==> config.mk <==
export PLATFORM = sky130hd
export DESIGN_NAME = eeprom_cfg_field_loader
export DESIGN_NICKNAME = d
export VERILOG_FILES = /design/src/cfg_loader_pkg.sv /design/src/cfg_word_slot.sv /design/src/eeprom_cfg_field_loader.sv
export VERILOG_INCLUDE_DIRS = /design/src
export SDC_FILE = /design/constraint.sdc
export NUM_CORES = 1
export LEC_CHECK = 0
export BUFFER_PORTS_ARGS = -buffer_cell sky130_fd_sc_hd__buf_2
export CAP_MARGIN = 20
export CORE_UTILIZATION = 52
export DETAILED_ROUTE_END_ITERATION = 10
export PLACE_DENSITY = 0.81
export SLEW_MARGIN = 25
export SYNTH_ARGS = -nofsm -noshare
export SYNTH_HDL_FRONTEND = slang
export SYNTH_SLANG_ARGS = --single-unit
export TNS_END_PERCENT = 100
==> constraint.sdc <==
create_clock -name aclk -period 2.3 [get_ports aclk]
set_clock_uncertainty 0.05 [all_clocks]
set_input_delay 0.46 -clock aclk [delete_from_list [all_inputs] [get_ports aclk]]
set_output_delay 0.46 -clock aclk [all_outputs]
set_load 0.02 [all_outputs]
==> src/cfg_loader_params.svh <==
/*
 Offsets, field positions, reset values and counts of the configuration word loader.
 Assumes it is included by bare name from design files that need these constants.
*/
`ifndef CFG_LOADER_PARAMS_SVH
`define CFG_LOADER_PARAMS_SVH

// Memory word addresses
`define WORD_FIRST 8'h54
`define WORD_STEP 8'h02
`define WORD_LAST_IDX 3'd7

// Word reset values, used when no memory is present
`define DEF_PM_WORD 16'h00FF
`define DEF_LL_WORD 16'h0004
`define DEF_P0_WORD 16'hFE02
`define DEF_P1_WORD 16'hFE12

// Configuration dword offsets
`define OFF_PMCAP 12'h040
`define OFF_PMDATA 12'h044
`define OFF_SLOTCAP 12'h0C0
`define OFF_PORTNUM 12'h0CC
`define OFF_SLOTCLK 12'h0D0
`define OFF_VCCNT 12'h144
`define OFF_TCMAP 12'h154
`define OFF_LLCTRL 12'h340

// Loader control and status
`define CTRL_ADDR 16'h4000
`define STAT_ADDR 16'h4004

// Field positions inside the dwords
`define NSR_BIT 3
`define PMDATA_LSB 24
`define AUX_LSB 22
`define D1_BIT 25
`define D2_BIT 26
`define PME_LSB 28
`define DSI_BIT 21
`define CLKCFG_BIT 28
`define LOW_PRIORITY_VC_COUNT_BIT 4
`define PNUM_LSB 24
`define TCMAP_LSB 1
`define SLOTI_BIT 24

// Cycles the present strap needs to pass its synchroniser
`define SETTLE_CYCLES 2'd3

`endif

==> src/cfg_loader_pkg.sv <==
/*
 Types shared by the configuration word loader.
 Assumes nothing of its surroundings.
*/
package cfg_loader_pkg;
   typedef enum logic [2:0] {
      ST_WAIT = 3'b001,
      ST_FETCH = 3'b010,
      ST_DONE = 3'b100
   } load_state_e;

   typedef enum logic [1:0] {
      RESP_OKAY = 2'b00,
      RESP_SLVERR = 2'b10
   } axi_resp_e;
endpackage

==> src/cfg_word_slot.sv <==
/*
 One 16-bit loaded word with its own reset value.
 Assumes load is a single-cycle strobe on the aclk domain.
*/
`timescale 1ns/1ps
module cfg_word_slot #(
   parameter logic [15:0] RESET_VAL = 16'h0000
) (
   input wire logic aclk,
   input wire logic aresetn,
   input wire logic load,
   input wire logic [15:0] load_data,
   output logic [15:0] word
);
   logic [15:0] word_r;
   logic [15:0] word_nxt;

   always_comb
   begin
      word_nxt = word_r;
      if (load)
      begin
         word_nxt = load_data;
      end
   end

   always_ff @(posedge aclk)
   begin
      if (!aresetn)
      begin
         word_r <= RESET_VAL;
      end
      else
      begin
         word_r <= word_nxt;
      end
   end

   assign word = word_r;
endmodule

==> src/eeprom_cfg_field_loader.sv <==
/*
 Loads configuration words 54h..62h from the configuration memory into per-port
 configuration fields and serves them read-only over AXI4-Lite.
 Assumes a word reader on aclk answers ee_req with ee_ack and ee_rdata, and that
 ee_present comes from a pin.
*/
// Function
// - Bit 0 of word 54h becomes port 2's soft-reset flag, bit 3 of dword 44h, defaulting to FFh.
// - Bits 3:1 of word 54h become port 2's auxiliary current, bits 24:22 of dword 40h.
// - Bits 4 and 5 of a power word are unused; D1/D2 support bits 25 and 26 always read as 1.
// - Bits 7:6 of a power word load wake support bits 29:28 of dword 40h.
// - Bits 15:8 of word 54h become port 2's read-only power data, bits 31:24 of dword 44h, default 00h.
// - Word 56h fills port 3's power fields with the same mapping, defaulting to FFh.
// - Bit 1 of word 60h becomes port 0's connector clock bit 28 of dword D0h, default 02h.
// - Bit 2 of word 60h becomes port 0's initialization-required bit 21 of dword 40h.
// - Bit 3 of word 60h becomes port 0's low priority channel count bit 4 of dword 144h.
// - Bits 6:4 of word 60h become port 0's logical port number, bits 26:24 of dword CCh.
// - Bits 15:9 of word 60h become port 0's traffic class map, bits 7:1 of dword 154h, default FEh.
// - Bit 0 of word 62h becomes port 1's slot implemented bit 24 of dword C0h, default 12h.
// - Bits 15:1 of word 62h fill port 1's fields as word 60h does for port 0.
`timescale 1ns/1ps
`include "cfg_loader_params.svh"
module eeprom_cfg_field_loader
   import cfg_loader_pkg::*;
(
   input wire logic aclk,
   input wire logic aresetn,
   input wire logic ee_present,
   output logic ee_req,
   output logic [7:0] ee_addr,
   input wire logic ee_ack,
   input wire logic [15:0] ee_rdata,
   output logic load_done,
   output logic [15:0] pm_cfg_word_p2,
   output logic [15:0] pm_cfg_word_p3,
   output logic [63:0] link_layer_ctrl_word,
   output logic [15:0] port_cfg_word_p0,
   output logic [15:0] port_cfg_word_p1,
   input wire logic [15:0] awaddr,
   input wire logic awvalid,
   output logic awready,
   input wire logic [31:0] wdata,
   input wire logic [3:0] wstrb,
   input wire logic wvalid,
   output logic wready,
   output logic [1:0] bresp,
   output logic bvalid,
   input wire logic bready,
   input wire logic [15:0] araddr,
   input wire logic arvalid,
   output logic arready,
   output logic [31:0] rdata,
   output logic [1:0] rresp,
   output logic rvalid,
   input wire logic rready
);
   load_state_e state_r, state_nxt;
   logic [2:0] idx_r, idx_nxt;
   logic [1:0] settle_r, settle_nxt;
   logic [7:0] ee_addr_r, ee_addr_nxt;
   logic ee_req_r, ee_req_nxt, used_mem_r, used_mem_nxt;
   logic pres1_r, pres2_r, pres3_r, present_r, present_nxt;
   logic aw_got_r, aw_got_nxt, w_got_r, w_got_nxt, reload_bit_r, reload_bit_nxt;
   logic awready_r, awready_nxt, wready_r, wready_nxt, bvalid_r, bvalid_nxt;
   logic arready_r, arready_nxt, rvalid_r, rvalid_nxt;
   logic [1:0] bresp_r, bresp_nxt, rresp_r, rresp_nxt;
   logic [15:0] awaddr_r, awaddr_nxt, rd_addr_r, rd_addr_nxt;
   logic [31:0] rdata_r, rdata_nxt, rd_word;
   logic [15:0] slot_w [8];
   logic fetch_ack;

   function automatic logic map_ok(input logic [15:0] a);
      logic [1:0] p;
      p = a[13:12];
      map_ok = 1'b0;
      if (a == `CTRL_ADDR || a == `STAT_ADDR)
      begin
         map_ok = 1'b1;
      end
      else if (a[15:14] == 2'b00)
      begin
         case (a[11:0])
            `OFF_LLCTRL, `OFF_PMCAP: map_ok = 1'b1;
            `OFF_PMDATA: map_ok = p[1];
            `OFF_SLOTCLK, `OFF_VCCNT, `OFF_PORTNUM, `OFF_TCMAP: map_ok = !p[1];
            `OFF_SLOTCAP: map_ok = (p == 2'd1);
            default: map_ok = 1'b0;
         endcase
      end
   endfunction

   assign fetch_ack = (state_r == ST_FETCH) && ee_ack;
   // Word 0/1 power words, 2..5 link words, 6/7 port 0/1 words
   for (genvar i = 0; i < 8; i++)
   begin : g_slot
      localparam logic [15:0] DEF = (i < 2) ? `DEF_PM_WORD : (i < 6) ? `DEF_LL_WORD :
                                    (i == 6) ? `DEF_P0_WORD : `DEF_P1_WORD;
      cfg_word_slot #(.RESET_VAL(DEF)) u_slot (
         .aclk(aclk),
         .aresetn(aresetn),
         .load(fetch_ack && (idx_r == 3'(i))),
         .load_data(ee_rdata),
         .word(slot_w[i])
      );
   end

   // Read view of the configuration dwords
   always_comb
   begin
      logic [1:0] p;
      logic [15:0] pm;
      logic [15:0] mw;
      p = araddr[13:12];
      pm = p[0] ? slot_w[1] : slot_w[0];
      mw = p[0] ? slot_w[7] : slot_w[6];
      rd_word = 32'h0000_0000;
      if (araddr == `STAT_ADDR)
      begin
         rd_word[3:0] = {used_mem_r, present_r, state_r == ST_FETCH, state_r == ST_DONE};
      end
      else if (araddr[15:14] == 2'b00)
      begin
         case (araddr[11:0])
            `OFF_PMCAP:
            begin
               if (p[1])
               begin
                  rd_word[`AUX_LSB +: 3] = pm[3:1];
                  rd_word[`D1_BIT] = 1'b1;
                  rd_word[`D2_BIT] = 1'b1;
                  rd_word[`PME_LSB +: 2] = pm[7:6];
               end
               else
               begin
                  rd_word[`DSI_BIT] = mw[2];
               end
            end
            `OFF_PMDATA:
            begin
               if (p[1])
               begin
                  rd_word[`NSR_BIT] = pm[0];
                  rd_word[`PMDATA_LSB +: 8] = pm[15:8];
               end
            end
            `OFF_SLOTCAP: rd_word[`SLOTI_BIT] = (p == 2'd1) && mw[0];
            `OFF_SLOTCLK: rd_word[`CLKCFG_BIT] = !p[1] && mw[1];
            `OFF_VCCNT: rd_word[`LOW_PRIORITY_VC_COUNT_BIT] = !p[1] && mw[3];
            `OFF_PORTNUM: rd_word[`PNUM_LSB +: 3] = p[1] ? 3'd0 : mw[6:4];
            `OFF_TCMAP: rd_word[`TCMAP_LSB +: 7] = p[1] ? 7'd0 : mw[15:9];
            `OFF_LLCTRL: rd_word[15:0] = slot_w[3'(p) + 3'd2];
            default: rd_word = 32'h0000_0000;
         endcase
      end
   end

   always_comb
   begin
      state_nxt = state_r;
      idx_nxt = idx_r;
      settle_nxt = settle_r;
      ee_addr_nxt = ee_addr_r;
      ee_req_nxt = ee_req_r;
      used_mem_nxt = used_mem_r;
      present_nxt = (pres2_r == pres3_r) ? pres3_r : present_r;
      aw_got_nxt = aw_got_r | (awvalid && awready_r);
      w_got_nxt = w_got_r | (wvalid && wready_r);
      awaddr_nxt = (awvalid && awready_r) ? awaddr : awaddr_r;
      reload_bit_nxt = (wvalid && wready_r) ? (wdata[0] && wstrb[0]) : reload_bit_r;
      bvalid_nxt = bvalid_r && !bready;
      bresp_nxt = bresp_r;
      rvalid_nxt = rvalid_r && !rready;
      rresp_nxt = rresp_r;
      rdata_nxt = rdata_r;
      rd_addr_nxt = rd_addr_r;
      case (state_r)
         ST_WAIT:
         begin
            settle_nxt = settle_r + 2'd1;
            if (settle_r == `SETTLE_CYCLES)
            begin
               settle_nxt = 2'd0;
               idx_nxt = 3'd0;
               used_mem_nxt = present_nxt;
               state_nxt = present_nxt ? ST_FETCH : ST_DONE;
               ee_req_nxt = present_nxt;
               ee_addr_nxt = `WORD_FIRST;
            end
         end
         ST_FETCH:
         begin
            if (ee_ack)
            begin
               idx_nxt = idx_r + 3'd1;
               ee_addr_nxt = ee_addr_r + `WORD_STEP;
               if (idx_r == `WORD_LAST_IDX)
               begin
                  ee_req_nxt = 1'b0;
                  state_nxt = ST_DONE;
               end
            end
         end
         ST_DONE: state_nxt = ST_DONE;
         default: state_nxt = ST_WAIT;
      endcase
      // Writes never touch loaded fields; only the control word acts
      if (aw_got_r && w_got_r && !bvalid_r)
      begin
         aw_got_nxt = 1'b0;
         w_got_nxt = 1'b0;
         bvalid_nxt = 1'b1;
         bresp_nxt = map_ok(awaddr_r) ? RESP_OKAY : RESP_SLVERR;
         if (awaddr_r == `CTRL_ADDR && reload_bit_r && state_r == ST_DONE)
         begin
            state_nxt = ST_WAIT;
         end
      end
      if (arvalid && arready_r)
      begin
         rvalid_nxt = 1'b1;
         rdata_nxt = rd_word;
         rd_addr_nxt = araddr;
         rresp_nxt = map_ok(araddr) ? RESP_OKAY : RESP_SLVERR;
      end
      awready_nxt = !aw_got_nxt && !bvalid_nxt;
      wready_nxt = !w_got_nxt && !bvalid_nxt;
      arready_nxt = (state_nxt == ST_DONE) && !rvalid_nxt;
   end

   always_ff @(posedge aclk)
   begin
      if (!aresetn)
      begin
         state_r <= ST_WAIT;
         idx_r <= 3'd0;
         settle_r <= 2'd0;
         ee_addr_r <= 8'h00;
         ee_req_r <= 1'b0;
         used_mem_r <= 1'b0;
         pres1_r <= 1'b0;
         pres2_r <= 1'b0;
         pres3_r <= 1'b0;
         present_r <= 1'b0;
         aw_got_r <= 1'b0;
         w_got_r <= 1'b0;
         awaddr_r <= 16'h0000;
         reload_bit_r <= 1'b0;
         awready_r <= 1'b0;
         wready_r <= 1'b0;
         bvalid_r <= 1'b0;
         bresp_r <= 2'b00;
         arready_r <= 1'b0;
         rvalid_r <= 1'b0;
         rresp_r <= 2'b00;
         rdata_r <= 32'h0000_0000;
         rd_addr_r <= 16'h0000;
      end
      else
      begin
         state_r <= state_nxt;
         idx_r <= idx_nxt;
         settle_r <= settle_nxt;
         ee_addr_r <= ee_addr_nxt;
         ee_req_r <= ee_req_nxt;
         used_mem_r <= used_mem_nxt;
         pres1_r <= ee_present;
         pres2_r <= pres1_r;
         pres3_r <= pres2_r;
         present_r <= present_nxt;
         aw_got_r <= aw_got_nxt;
         w_got_r <= w_got_nxt;
         awaddr_r <= awaddr_nxt;
         reload_bit_r <= reload_bit_nxt;
         awready_r <= awready_nxt;
         wready_r <= wready_nxt;
         bvalid_r <= bvalid_nxt;
         bresp_r <= bresp_nxt;
         arready_r <= arready_nxt;
         rvalid_r <= rvalid_nxt;
         rresp_r <= rresp_nxt;
         rdata_r <= rdata_nxt;
         rd_addr_r <= rd_addr_nxt;
      end
   end

   assign ee_req = ee_req_r;
   assign ee_addr = ee_addr_r;
   assign load_done = state_r[2];
   assign pm_cfg_word_p2 = slot_w[0];
   assign pm_cfg_word_p3 = slot_w[1];
   assign link_layer_ctrl_word = {slot_w[5], slot_w[4], slot_w[3], slot_w[2]};
   assign port_cfg_word_p0 = slot_w[6];
   assign port_cfg_word_p1 = slot_w[7];
   assign awready = awready_r;
   assign wready = wready_r;
   assign bvalid = bvalid_r;
   assign bresp = bresp_r;
   assign arready = arready_r;
   assign rvalid = rvalid_r;
   assign rresp = rresp_r;
   assign rdata = rdata_r;
endmodule

# Yosys cells after proc, flatten, opt, wreduce, memory -nomap -nowiden
# Cells that the tools add are included.
[totals]
ff_bits = 210
out_inout_bits = 179
[op_classes]
addsub = 4
magnitude_cmp = 1
n_eq_ne = 38
muxes = 61
n_bitwise = 3
n_reduce_logical = 47
[ops]
columns = ["cell", "n"]
rows = [
  ["12-bit by 8-bit equality test with 1-bit output, second input constant", 6],
  ["16-bit by 15-bit equality test with 1-bit output, second input constant", 4],
  ["16-bit two-way mux", 4],
  ["16-bit binary-select mux with 3-bit select", 1],
  ["12-bit by 7-bit equality test with 1-bit output, second input constant", 4],
  ["12-bit by 9-bit equality test with 1-bit output, second input constant", 4],
  ["32-bit two-way mux", 1],
  ["8-bit two-way mux", 4],
  ["3-bit two-way mux", 10],
  ["28-bit two-way mux", 1],
  ["1-bit logical AND", 25],
  ["12-bit by 10-bit equality test with 1-bit output, second input constant", 2],
  ["3-bit equality test, second input constant", 6],
  ["1-bit two-way mux", 18],
  ["8-bit case mux with 2 select lines", 1],
  ["1-bit case mux with 4 select lines", 3],
  ["3-bit case mux with 2 select lines", 2],
  ["2-bit two-way mux", 5],
  ["3-bit by 2-bit equality test with 1-bit output, second input constant", 3],
  ["1-bit zero test", 9],
  ["1-bit case mux with 3 select lines", 3],
  ["3-bit case mux with 3 select lines", 1],
  ["8-bit by 2-bit adder with 8-bit output, second input constant", 1],
  ["4-bit OR reduction", 2],
  ["other kinds (26)", 34],
]

# Logic depth before layout (Yosys ltp)
# Gate-level depths: netlist of run 1.
[logic_depth]
word_depth = 9
mapped_depth = 8
ltp_nobuf = 6

# Modules after synthesis
# A second synthesis of run 1 with hierarchy kept.
[hier_totals]
hier_cells = 892
area_unflattened_um2 = 9092.5
[modules_own_cells]
columns = ["module", "instances", "cells_per_inst", "area_per_inst_um2", "seq_area_each_um2"]
rows = [
  ["eeprom_cfg_field_loader", 1, 484, 4259.1, 1481.4],
  ["cfg_word_slot (g_slot[2].u_slot ...)", 4, 51, 613.1, 320.3],
  ["cfg_word_slot (g_slot[0].u_slot ...)", 3, 51, 595.6, 320.3],
  ["cfg_word_slot (g_slot[7].u_slot)", 1, 51, 594.3, 320.3],
]

# Worst setup path after synthesis of run 1
# No wires, ideal clock.
[synth_timing]
path_kind = "input-to-reg"
start = "input araddr[9]"
end = "register rresp_r[1], in the netlist rresp[1]"
setup_time_ns = 0.117
arrival_time_ns = 1.807
t_required_ns = 2.133
path_slack_ns = 0.327
path_stages = 5
path_buffers = 0
path_cell_list = "or4_4 -> or3_1 -> a211oi_2 -> o21ai_1 -> a22o_1"
[synth_between]
elab_chain_len = 7
elab_cells_between_ends = 18
[synth_lines]
columns = ["item", "line", "source"]
rows = [
  ["from (decl)", "eeprom_cfg_field_loader.sv:49", "input wire logic [15:0] araddr,"],
  ["12-bit by 8-bit equality test with 1-bit output, or another cell as far along", "eeprom_cfg_field_loader.sv:82", "case (a[11:0])"],
  ["4-bit OR reduction / 2-bit OR reduction (equally long branches)", "eeprom_cfg_field_loader.sv:82", ""],
  ["1-bit case mux with 4 select lines", "eeprom_cfg_field_loader.sv:82", ""],
  ["1-bit two-way mux", "eeprom_cfg_field_loader.sv:80", "else if (a[15:14] == 2'b00)"],
  ["1-bit two-way mux (*)", "eeprom_cfg_field_loader.sv:76", "if (a == `CTRL_ADDR || a == `STAT_ADDR)"],
  ["1-bit two-way mux (*)", "eeprom_cfg_field_loader.sv:218", "if (arvalid && arready_r)"],
  ["2-bit two-way mux (*)", "eeprom_cfg_field_loader.sv:223", "rresp_nxt = map_ok(araddr) ? RESP_OKAY : RESP_SLVERR;"],
  ["to (signal assigned)", "eeprom_cfg_field_loader.sv:280", "rresp_r <= rresp_nxt;"],
  ["to (decl)", "eeprom_cfg_field_loader.sv:66", "logic [1:0] bresp_r, bresp_nxt, rresp_r, rresp_nxt;"],
]
# Mark *: on every way between the ends. The rest lies on a longest branch, timed or not. The select of a mux whose other input is x is not followed.
# A chain may end at the register's enable or synchronous reset.

# Worst setup path after layout of run 1
[layout_timing]
start = "register state_r[2]"
end = "register g_slot[3].u_slot.word_r[2]"
[layout_between]
elab_chain_len = 3
[layout_lines]
columns = ["item", "line", "source"]
rows = [
  ["from (decl)", "eeprom_cfg_field_loader.sv:57", "load_state_e state_r, state_nxt;"],
  ["from (signal assigned)", "eeprom_cfg_field_loader.sv:260", "state_r <= state_nxt;"],
  ["3-bit by 2-bit equality test with 1-bit output", "eeprom_cfg_field_loader.sv:92", "assign fetch_ack = (state_r == ST_FETCH) && ee_ack;"],
  ["1-bit logical AND", "eeprom_cfg_field_loader.sv:92", ""],
  ["1-bit logical AND", "eeprom_cfg_field_loader.sv:101", ".load(fetch_ack && (idx_r == 3'(i))),"],
  ["to (signal assigned)", "cfg_word_slot.sv:35", "word_r <= word_nxt;"],
  ["to (decl)", "cfg_word_slot.sv:15", "logic [15:0] word_r;"],
]
# No other way between the ends.

==> out/qor.txt, run 1 <==
Asr flop ratio synth - 0
Post-Syn Instances - 1066
Quantity of gates resized following cts - 0
Worst Path Arrival - 2.23 ns
Critical Path, Cell by Cell - and4bb_2, nand2_1, nand2_1, nand3_1
Cell seen most often among critical-path stages - nand2_1
CTS Hold Bufs - 0
Worst VDD drop - 0.651 mV
Ys flop type - dfxtp_1
TNS Setup - 0 ns
Met2 Use GR - 0.470
DRC - 0
Most numerous cell in the Yosys netlist - nand2_1
Met3 usage - 0.0631
Met1 usage - 0.401
Post-synth EDFFs - 0
Global-route wire length before repair - 42300 µm
Number of global-route vias before repair - 7906
Tmin final - 1.92 ns
Hold Fails Final Rpt - 0
PnR worst setup slack - 0.384 ns
LEAKAGE - 4.67 nW
Fmax - 522 MHz
Area leader, netlist - dfxtp_1
Library cells used by synthesis - 61
DR pass1 iterations - 5
PwrDens - 687 mW/mm²
H-tree levels - 1
Die Area - 0.0179 mm²
Layout cells sized above 1 - 0.262
GRT Max-Usage Layer - met2
Detail Route Antenna Nets - 0
Initial Utilization - 0.540
CP Data Required Time - 2.61 ns
Setup crit end kind - flip-flop
Cell family with most CP delay - simple AND/OR/NAND/NOR gates
Number of buffers created by CTS - 21
Rel. slew slack - 0.542
Synth-to-layout area growth - 22.6%
Setup CP Type - flip-flop to flip-flop
Root Buffer - clkbuf_16
Synth warn - 0
Clock slew at reported path FFs - 0.06 ns
Main area contributors after synthesis - dfxtp_1 (45%), nand2_1 (13%), a21boi_0 (9.1%)
Max-slew violations - 0
Placement Setup Slack - 0.113 ns
Post-CTS setup buffer count - 0
Dpl hpwl - 19300 µm
Slew @ Worst Pin - 0.685 ns
Worst path slowest cell - and4bb_2
Final Setup Violations - 0
Max-cap violations - 0
Synth top cells by count - nand2_1 (313), dfxtp_1 (202), a21boi_0 (110)
Die height - 134 µm
Antenna diode count - 0
Area of the core - 0.0168 mm²
Tot GR Track Use - 0.300
Clock Path Buffers - 3
CTS Sinks - 202
DRT Wirelength - 27500 µm
Die Wd - 134 µm
Pin count of the biggest net entering global routing - 155
Starting DRT DRC Count - 737
Hold/Removal Path Class - input pin to flip-flop
Vias - 8579
Post-Synthesis Cell Area - 0.00905 mm²
Total I/O pin count - 272
Yosys reg bits - 202
Final Cycle Share - 0.833
Grt ovf - 0
CP startpoint kind - flip-flop
RSZ-0062 raised after global routing - false
WP buf/inv - 0
Placement Rows - 47
Routability Congestion - 0.922
CTS tree - done
Final Net Count - 1374
Synth Area per Inst - 8.49 µm²
Max FO, Critical Path - 18
Drt wl/cell - 18.3 µm
Top-area cell type share of the netlist area - 0.447
Worst skew pair latency - 0.51 ns
Slowest stage delay, CP - 0.55 ns
Port bufs - 229
Vias/cell - 5.70
Initial antenna violation count - 0
Sequential-to-total area share from yosys stat - 0.447
Outcome - completed
==> cells in the final DEF (no fill, tap or decap), drive strengths merged, types with 4 or more instances in the layout <==
| cell | Yosys | layout |
|---|---|---|
| a22oi | 12 | 12 |
| o32ai | 4 | 4 |
| conb | 1 | 8 |
| mux4 | 16 | 16 |
| mux2i | 17 | 17 |
| nor3 | 8 | 8 |
| nand4 | 12 | 12 |
| nor4b | 5 | 5 |
| nand2 | 313 | 313 |
| inv | 10 | 11 |
| ha | 8 | 8 |
| nand2b | 8 | 8 |
| a21boi | 119 | 119 |
| buf | 38 | 267 |
| nor4 | 7 | 7 |
| and3 | 8 | 8 |
| xor2 | 4 | 4 |
| nor2 | 29 | 29 |
| nor2b | 16 | 16 |
| a21oi | 16 | 16 |
| o21ai | 23 | 23 |
| and2 | 16 | 16 |
| clkbuf | 52 | 28 |
| mux2 | 11 | 11 |
| nand3 | 64 | 64 |
| dfxtp | 202 | 202 |
| o22ai | 5 | 5 |
| nor3b | 6 | 6 |
==> per-stage QoR <==
step | cells | total power [mW] | area [µm²] | utilization | hold WS [ns]
after global placement | 1470 | 4.24 | 10400 | 0.620 | 0.374
after floorplan | 1073 | 4.07 | 9070 | - | 0.362
after detailed placement | 1470 | 4.25 | 10400 | 0.620 | 0.382
after CTS | 1505 | 7.64 | 11100 | 0.662 | 0.131
after global routing | 1505 | 7.85 | 11100 | 0.662 | 0.140
final | 1505 | 7.62 | 11100 | 0.662 | 0.136
==> logic make-up after synthesis <==
logic type	after synthesis	share of synthesized area
other	1	0.000414
adder cells (fa/ha/maj)	9	0.0122
multiplexers	44	0.0723
AND/OR/NAND/NOR	507	0.256
XOR/XNOR	6	0.00581
AO/OA/AOI/OAI	197	0.155
buffers and inverters	100	0.0512
flip-flops	202	0.447
==> cell type report <==
cell class	instances	area [µm²]
tap	220	275
fill	1383	5670
multi-input combinational	771	4570
clock inverter	7	91.3
timing repair buffer	267	1470
inverter	10	37.5
sequential	202	4040
clock buffer	28	602
==> worst paths after layout <==
| path | cells past startpoint | slack (ns) | from | end |
|---|---|---|---|---|
| max | 4 | 0.38 | state_r[2] | g_slot[3].u_slot.word[2] |
| min | 2 | 0.14 | ee_present | pres1_r |
| min reg2reg | 2 | 0.39 | rdata[29] | rdata[29] |
| max reg2reg | 4 | 0.38 | state_r[2] | g_slot[3].u_slot.word[2] |
==> metal layers <==
metal,part of all wire,wire [µm]
met1,0.42,11400
met2,0.45,12300
met3,0.098,2680
met4,0.041,1120
met5,0,0
==> where the power goes <==
group          leakage (nW)  internal [mW]  switching (mW)
combinational          2.70          0.230           0.335
sequential             1.63           3.56          0.0547
clock                 0.342           2.05            1.39
total                  4.67           5.85            1.77
==> registers in the layout, indices dropped and copies added, names as in the netlist <==
signal,cells
pres1_r,1
rdata,27
present_r,1
pres3_r,1
w_got_r,1
ee_addr,7
arready,1
rresp,1
used_mem_r,1
state_r,3
settle_r,2
bvalid,1
idx_r,3
aw_got_r,1
reload_bit_r,1
awaddr_r,16
awready,1
wready,1
pres2_r,1
rvalid,1
g_slot.u_slot.word,128
ee_req,1
bresp,1
Note: power is estimated with default switching activity, not from simulation.
==> run 2, diff against run 1 <==
- clock period: 2.3 -> 1.8 ns (I/O delays scaled with it)
==> run 2 against run 1 <==
  * Highest routed layer unchanged
  * Setup slack got worse by 0.33 ns
  * Sequential share of layout area decreased by 1.8 points
  * Final cell count increased by 3.8%
  * First-iteration DRC count increased by 3.3%
  * Maximum frequency increased by 9.8%
  * Critical path type unchanged
  * Global-route usage increased by 1.2 points
  * Clock power increased by 40%
  * Sequential power increased by 28%
  * Critical endpoint is now arready
  * Combinational power increased by 43%
  * Largest power group is now clock
==> out/qor.txt, run 2 (synthesized netlist as in run 1, its figures left out) <==
Outcome - completed (unchanged)
Cell family with most CP delay - simple AND/OR/NAND/NOR gates (unchanged)
Routability Congestion - 0.914 (was 0.922)
Critical Path, Cell by Cell - nand3b_1, or4_1, o41a_1, o21ai_2, nor3_1 (was and4bb_2, nand2_1, nand2_1, nand3_1)
Final Net Count - 1429 (was 1374)
Grt ovf - 0 (unchanged)
Die height - 134 µm (unchanged)
Clock Path Buffers - 3 (unchanged)
Vias/cell - 5.73 (was 5.70)
Most common cell after layout, fill and taps aside - nand2_1 (unchanged)
Fmax - 573 MHz (was 522 MHz)
TNS Setup - 0 ns (unchanged)
Hold WS - 0.0393 ns (was 0.136 ns)
Port bufs - 229 (unchanged)
CP Data Required Time - 2.13 ns (was 2.61 ns)
Vias - 8944 (was 8579)
Initial Utilization - 0.540 (unchanged)
Met3 WL - 2820 µm (was 2680 µm)
Max FO, Critical Path - 4 (was 18)
CP startpoint kind - flip-flop (unchanged)
PnR worst setup slack - 0.0553 ns (was 0.384 ns)
Highest metal used - met4 (unchanged)
Initial antenna violation count - 0 (unchanged)
Tot GR Track Use - 0.312 (was 0.300)
Number of buffers created by CTS - 23 (was 21)
Post-Layout Inst Area - 0.0117 mm² (was 0.0111 mm²)
DRT Wirelength - 28600 µm (was 27500 µm)
CTS Hold Bufs - 0 (unchanged)
Worst skew pair latency - 0.52 ns (was 0.51 ns)
Slew @ Worst Pin - 0.566 ns (was 0.685 ns)
Worst path slowest cell - or4_1 (was and4bb_2)
WP buf/inv - 0 (unchanged)
H-tree levels - 1 (unchanged)
Final Setup Violations - 0 (unchanged)
Hold/Removal Path Class - input pin to flip-flop (unchanged)
DR pass1 iterations - 6 (was 5)
Drt wl/cell - 18.3 µm (about the same)
Die Area - 0.0179 mm² (unchanged)
Placement Setup Slack - -0.200 ns (was 0.113 ns)
Area of the core - 0.0168 mm² (unchanged)
Setup CP Type - flip-flop to flip-flop (unchanged)
Max-slew violations - 0 (unchanged)
Final Cycle Share - 0.969 (was 0.833)
Hold Fails Final Rpt - 0 (unchanged)
Met2 routed WL - 13200 µm (was 12300 µm)
Placement Rows - 47 (unchanged)
Tmin final - 1.74 ns (was 1.92 ns)
Global-route wire length before repair - 44100 µm (was 42300 µm)
Max reg flops - 128 (unchanged)
LEAKAGE - 5.01 nW (was 4.67 nW)
Antenna diode count - 0 (unchanged)
Dpl hpwl - 20600 µm (was 19300 µm)
Worst VDD drop - 0.687 mV (was 0.651 mV)
Starting DRT DRC Count - 761 (was 737)
Worst Path Arrival - 2.08 ns (was 2.23 ns)
Total I/O pin count - 272 (unchanged)
Pin count of the biggest net entering global routing - 88 (was 155)
Routed met1 length - 11300 µm (was 11400 µm)
Post-Place Cell Area - 0.0109 mm² (was 0.0104 mm²)
Number of global-route vias before repair - 8198 (was 7906)
Most frequent cells in the layout - nand2_1 (313), buf_2 (228), dfxtp_1 (201) (was nand2_1 (313), buf_2 (228), dfxtp_1 (202))
PwrDens - 878 mW/mm² (was 687 mW/mm²)
DRC - 0 (unchanged)
Die Wd - 134 µm (unchanged)
Clock slew at reported path FFs - 0.06 ns (about the same)
Layout cells sized above 1 - 0.294 (was 0.262)
Synth-to-layout area growth - 29.1% (was 22.6%)
Pwr Total - 10.3 mW (was 7.62 mW)
Root Buffer - clkbuf_16 (unchanged)
Detail Route Antenna Nets - 0 (unchanged)
Max-cap violations - 0 (unchanged)
CTS tree - done (unchanged)
Post-CTS setup buffer count - 0 (unchanged)
Rel. slew slack - 0.623 (was 0.542)
Slowest stage delay, CP - 0.44 ns (was 0.55 ns)
RSZ-0062 raised after global routing - true (was false)
CTS Sinks - 202 (unchanged)
Setup crit end kind - flip-flop (unchanged)
==> run 2: cell count changes in the layout (fill, tap and decap cells not counted), moves of 2 or more <==
cell,previous run,this run
clkbuf_16,21,23
buf_4,36,81
buf_12,3,11
clkbuf_1,2,4
==> run 2: path summary, 6_finish.rpt <==
| kind | from | end | slack [ns] | depth (start not counted) |
|---|---|---|---|---|
| worst min-delay path | ee_present | pres1_r | 0.04 | 2 |
| worst min register to register | rdata[29] | rdata[29] | 0.39 | 2 |
| worst max-delay path | bvalid | arready | 0.06 | 5 |
| worst max register to register | bvalid | arready | 0.06 | 5 |
==> run 2: worst reg2reg max path, cell delays in order, from the launching register on <==
cell and delay (ns):
dfxtp_1 0.32, nand3b_1 0.20, or4_1 0.44, o41a_1 0.35, o21ai_2 0.18, nor3_1 0.08
==> run 2: metal layers <==
layer	up-vias	track usage
met5	-	0
met4	0	0.136
met3	84	0.0480
met2	520	0.505
met1	4195	0.413
li1	4145	-
==> run 2: power breakdown <==
| part | switching [mW] | internal (mW) |
|---|---|---|
| Clock | 1.88 | 2.95 |
| Combinational | 0.460 | 0.350 |
| Sequential | 0.0653 | 4.55 |
| Total | 2.40 | 7.85 |
==> run 2: layout make-up <==
cell class                      instances  area [µm²]
Sequential cell                       202        4050
Clock buffer                           31         646
Clock inverter                          8         133
Timing Repair Buffer                  320        1970
Fill cell                            1295        5080
Inverter                               10        37.5
Tap cell                              220         275
Multi-Input combinational cell        771        4580
==> run 2: what timing repair did <==
action	4_1_cts	5_1_grt
resized for setup	1	3
cloned	0	0
pin swaps	0	1
setup endpoints to repair	1	12
==> run 2: per-stage QoR <==
| stage | std cells | utilization |
|---|---|---|
| 6_report | 1562 | 0.697 |
| 3_5_place_dp | 1523 | 0.650 |
| 3_3_place_gp | 1523 | 0.650 |
| 4_1_cts | 1562 | 0.697 |
| 5_1_grt | 1562 | 0.697 |
| 2_1_floorplan | 1073 | - |
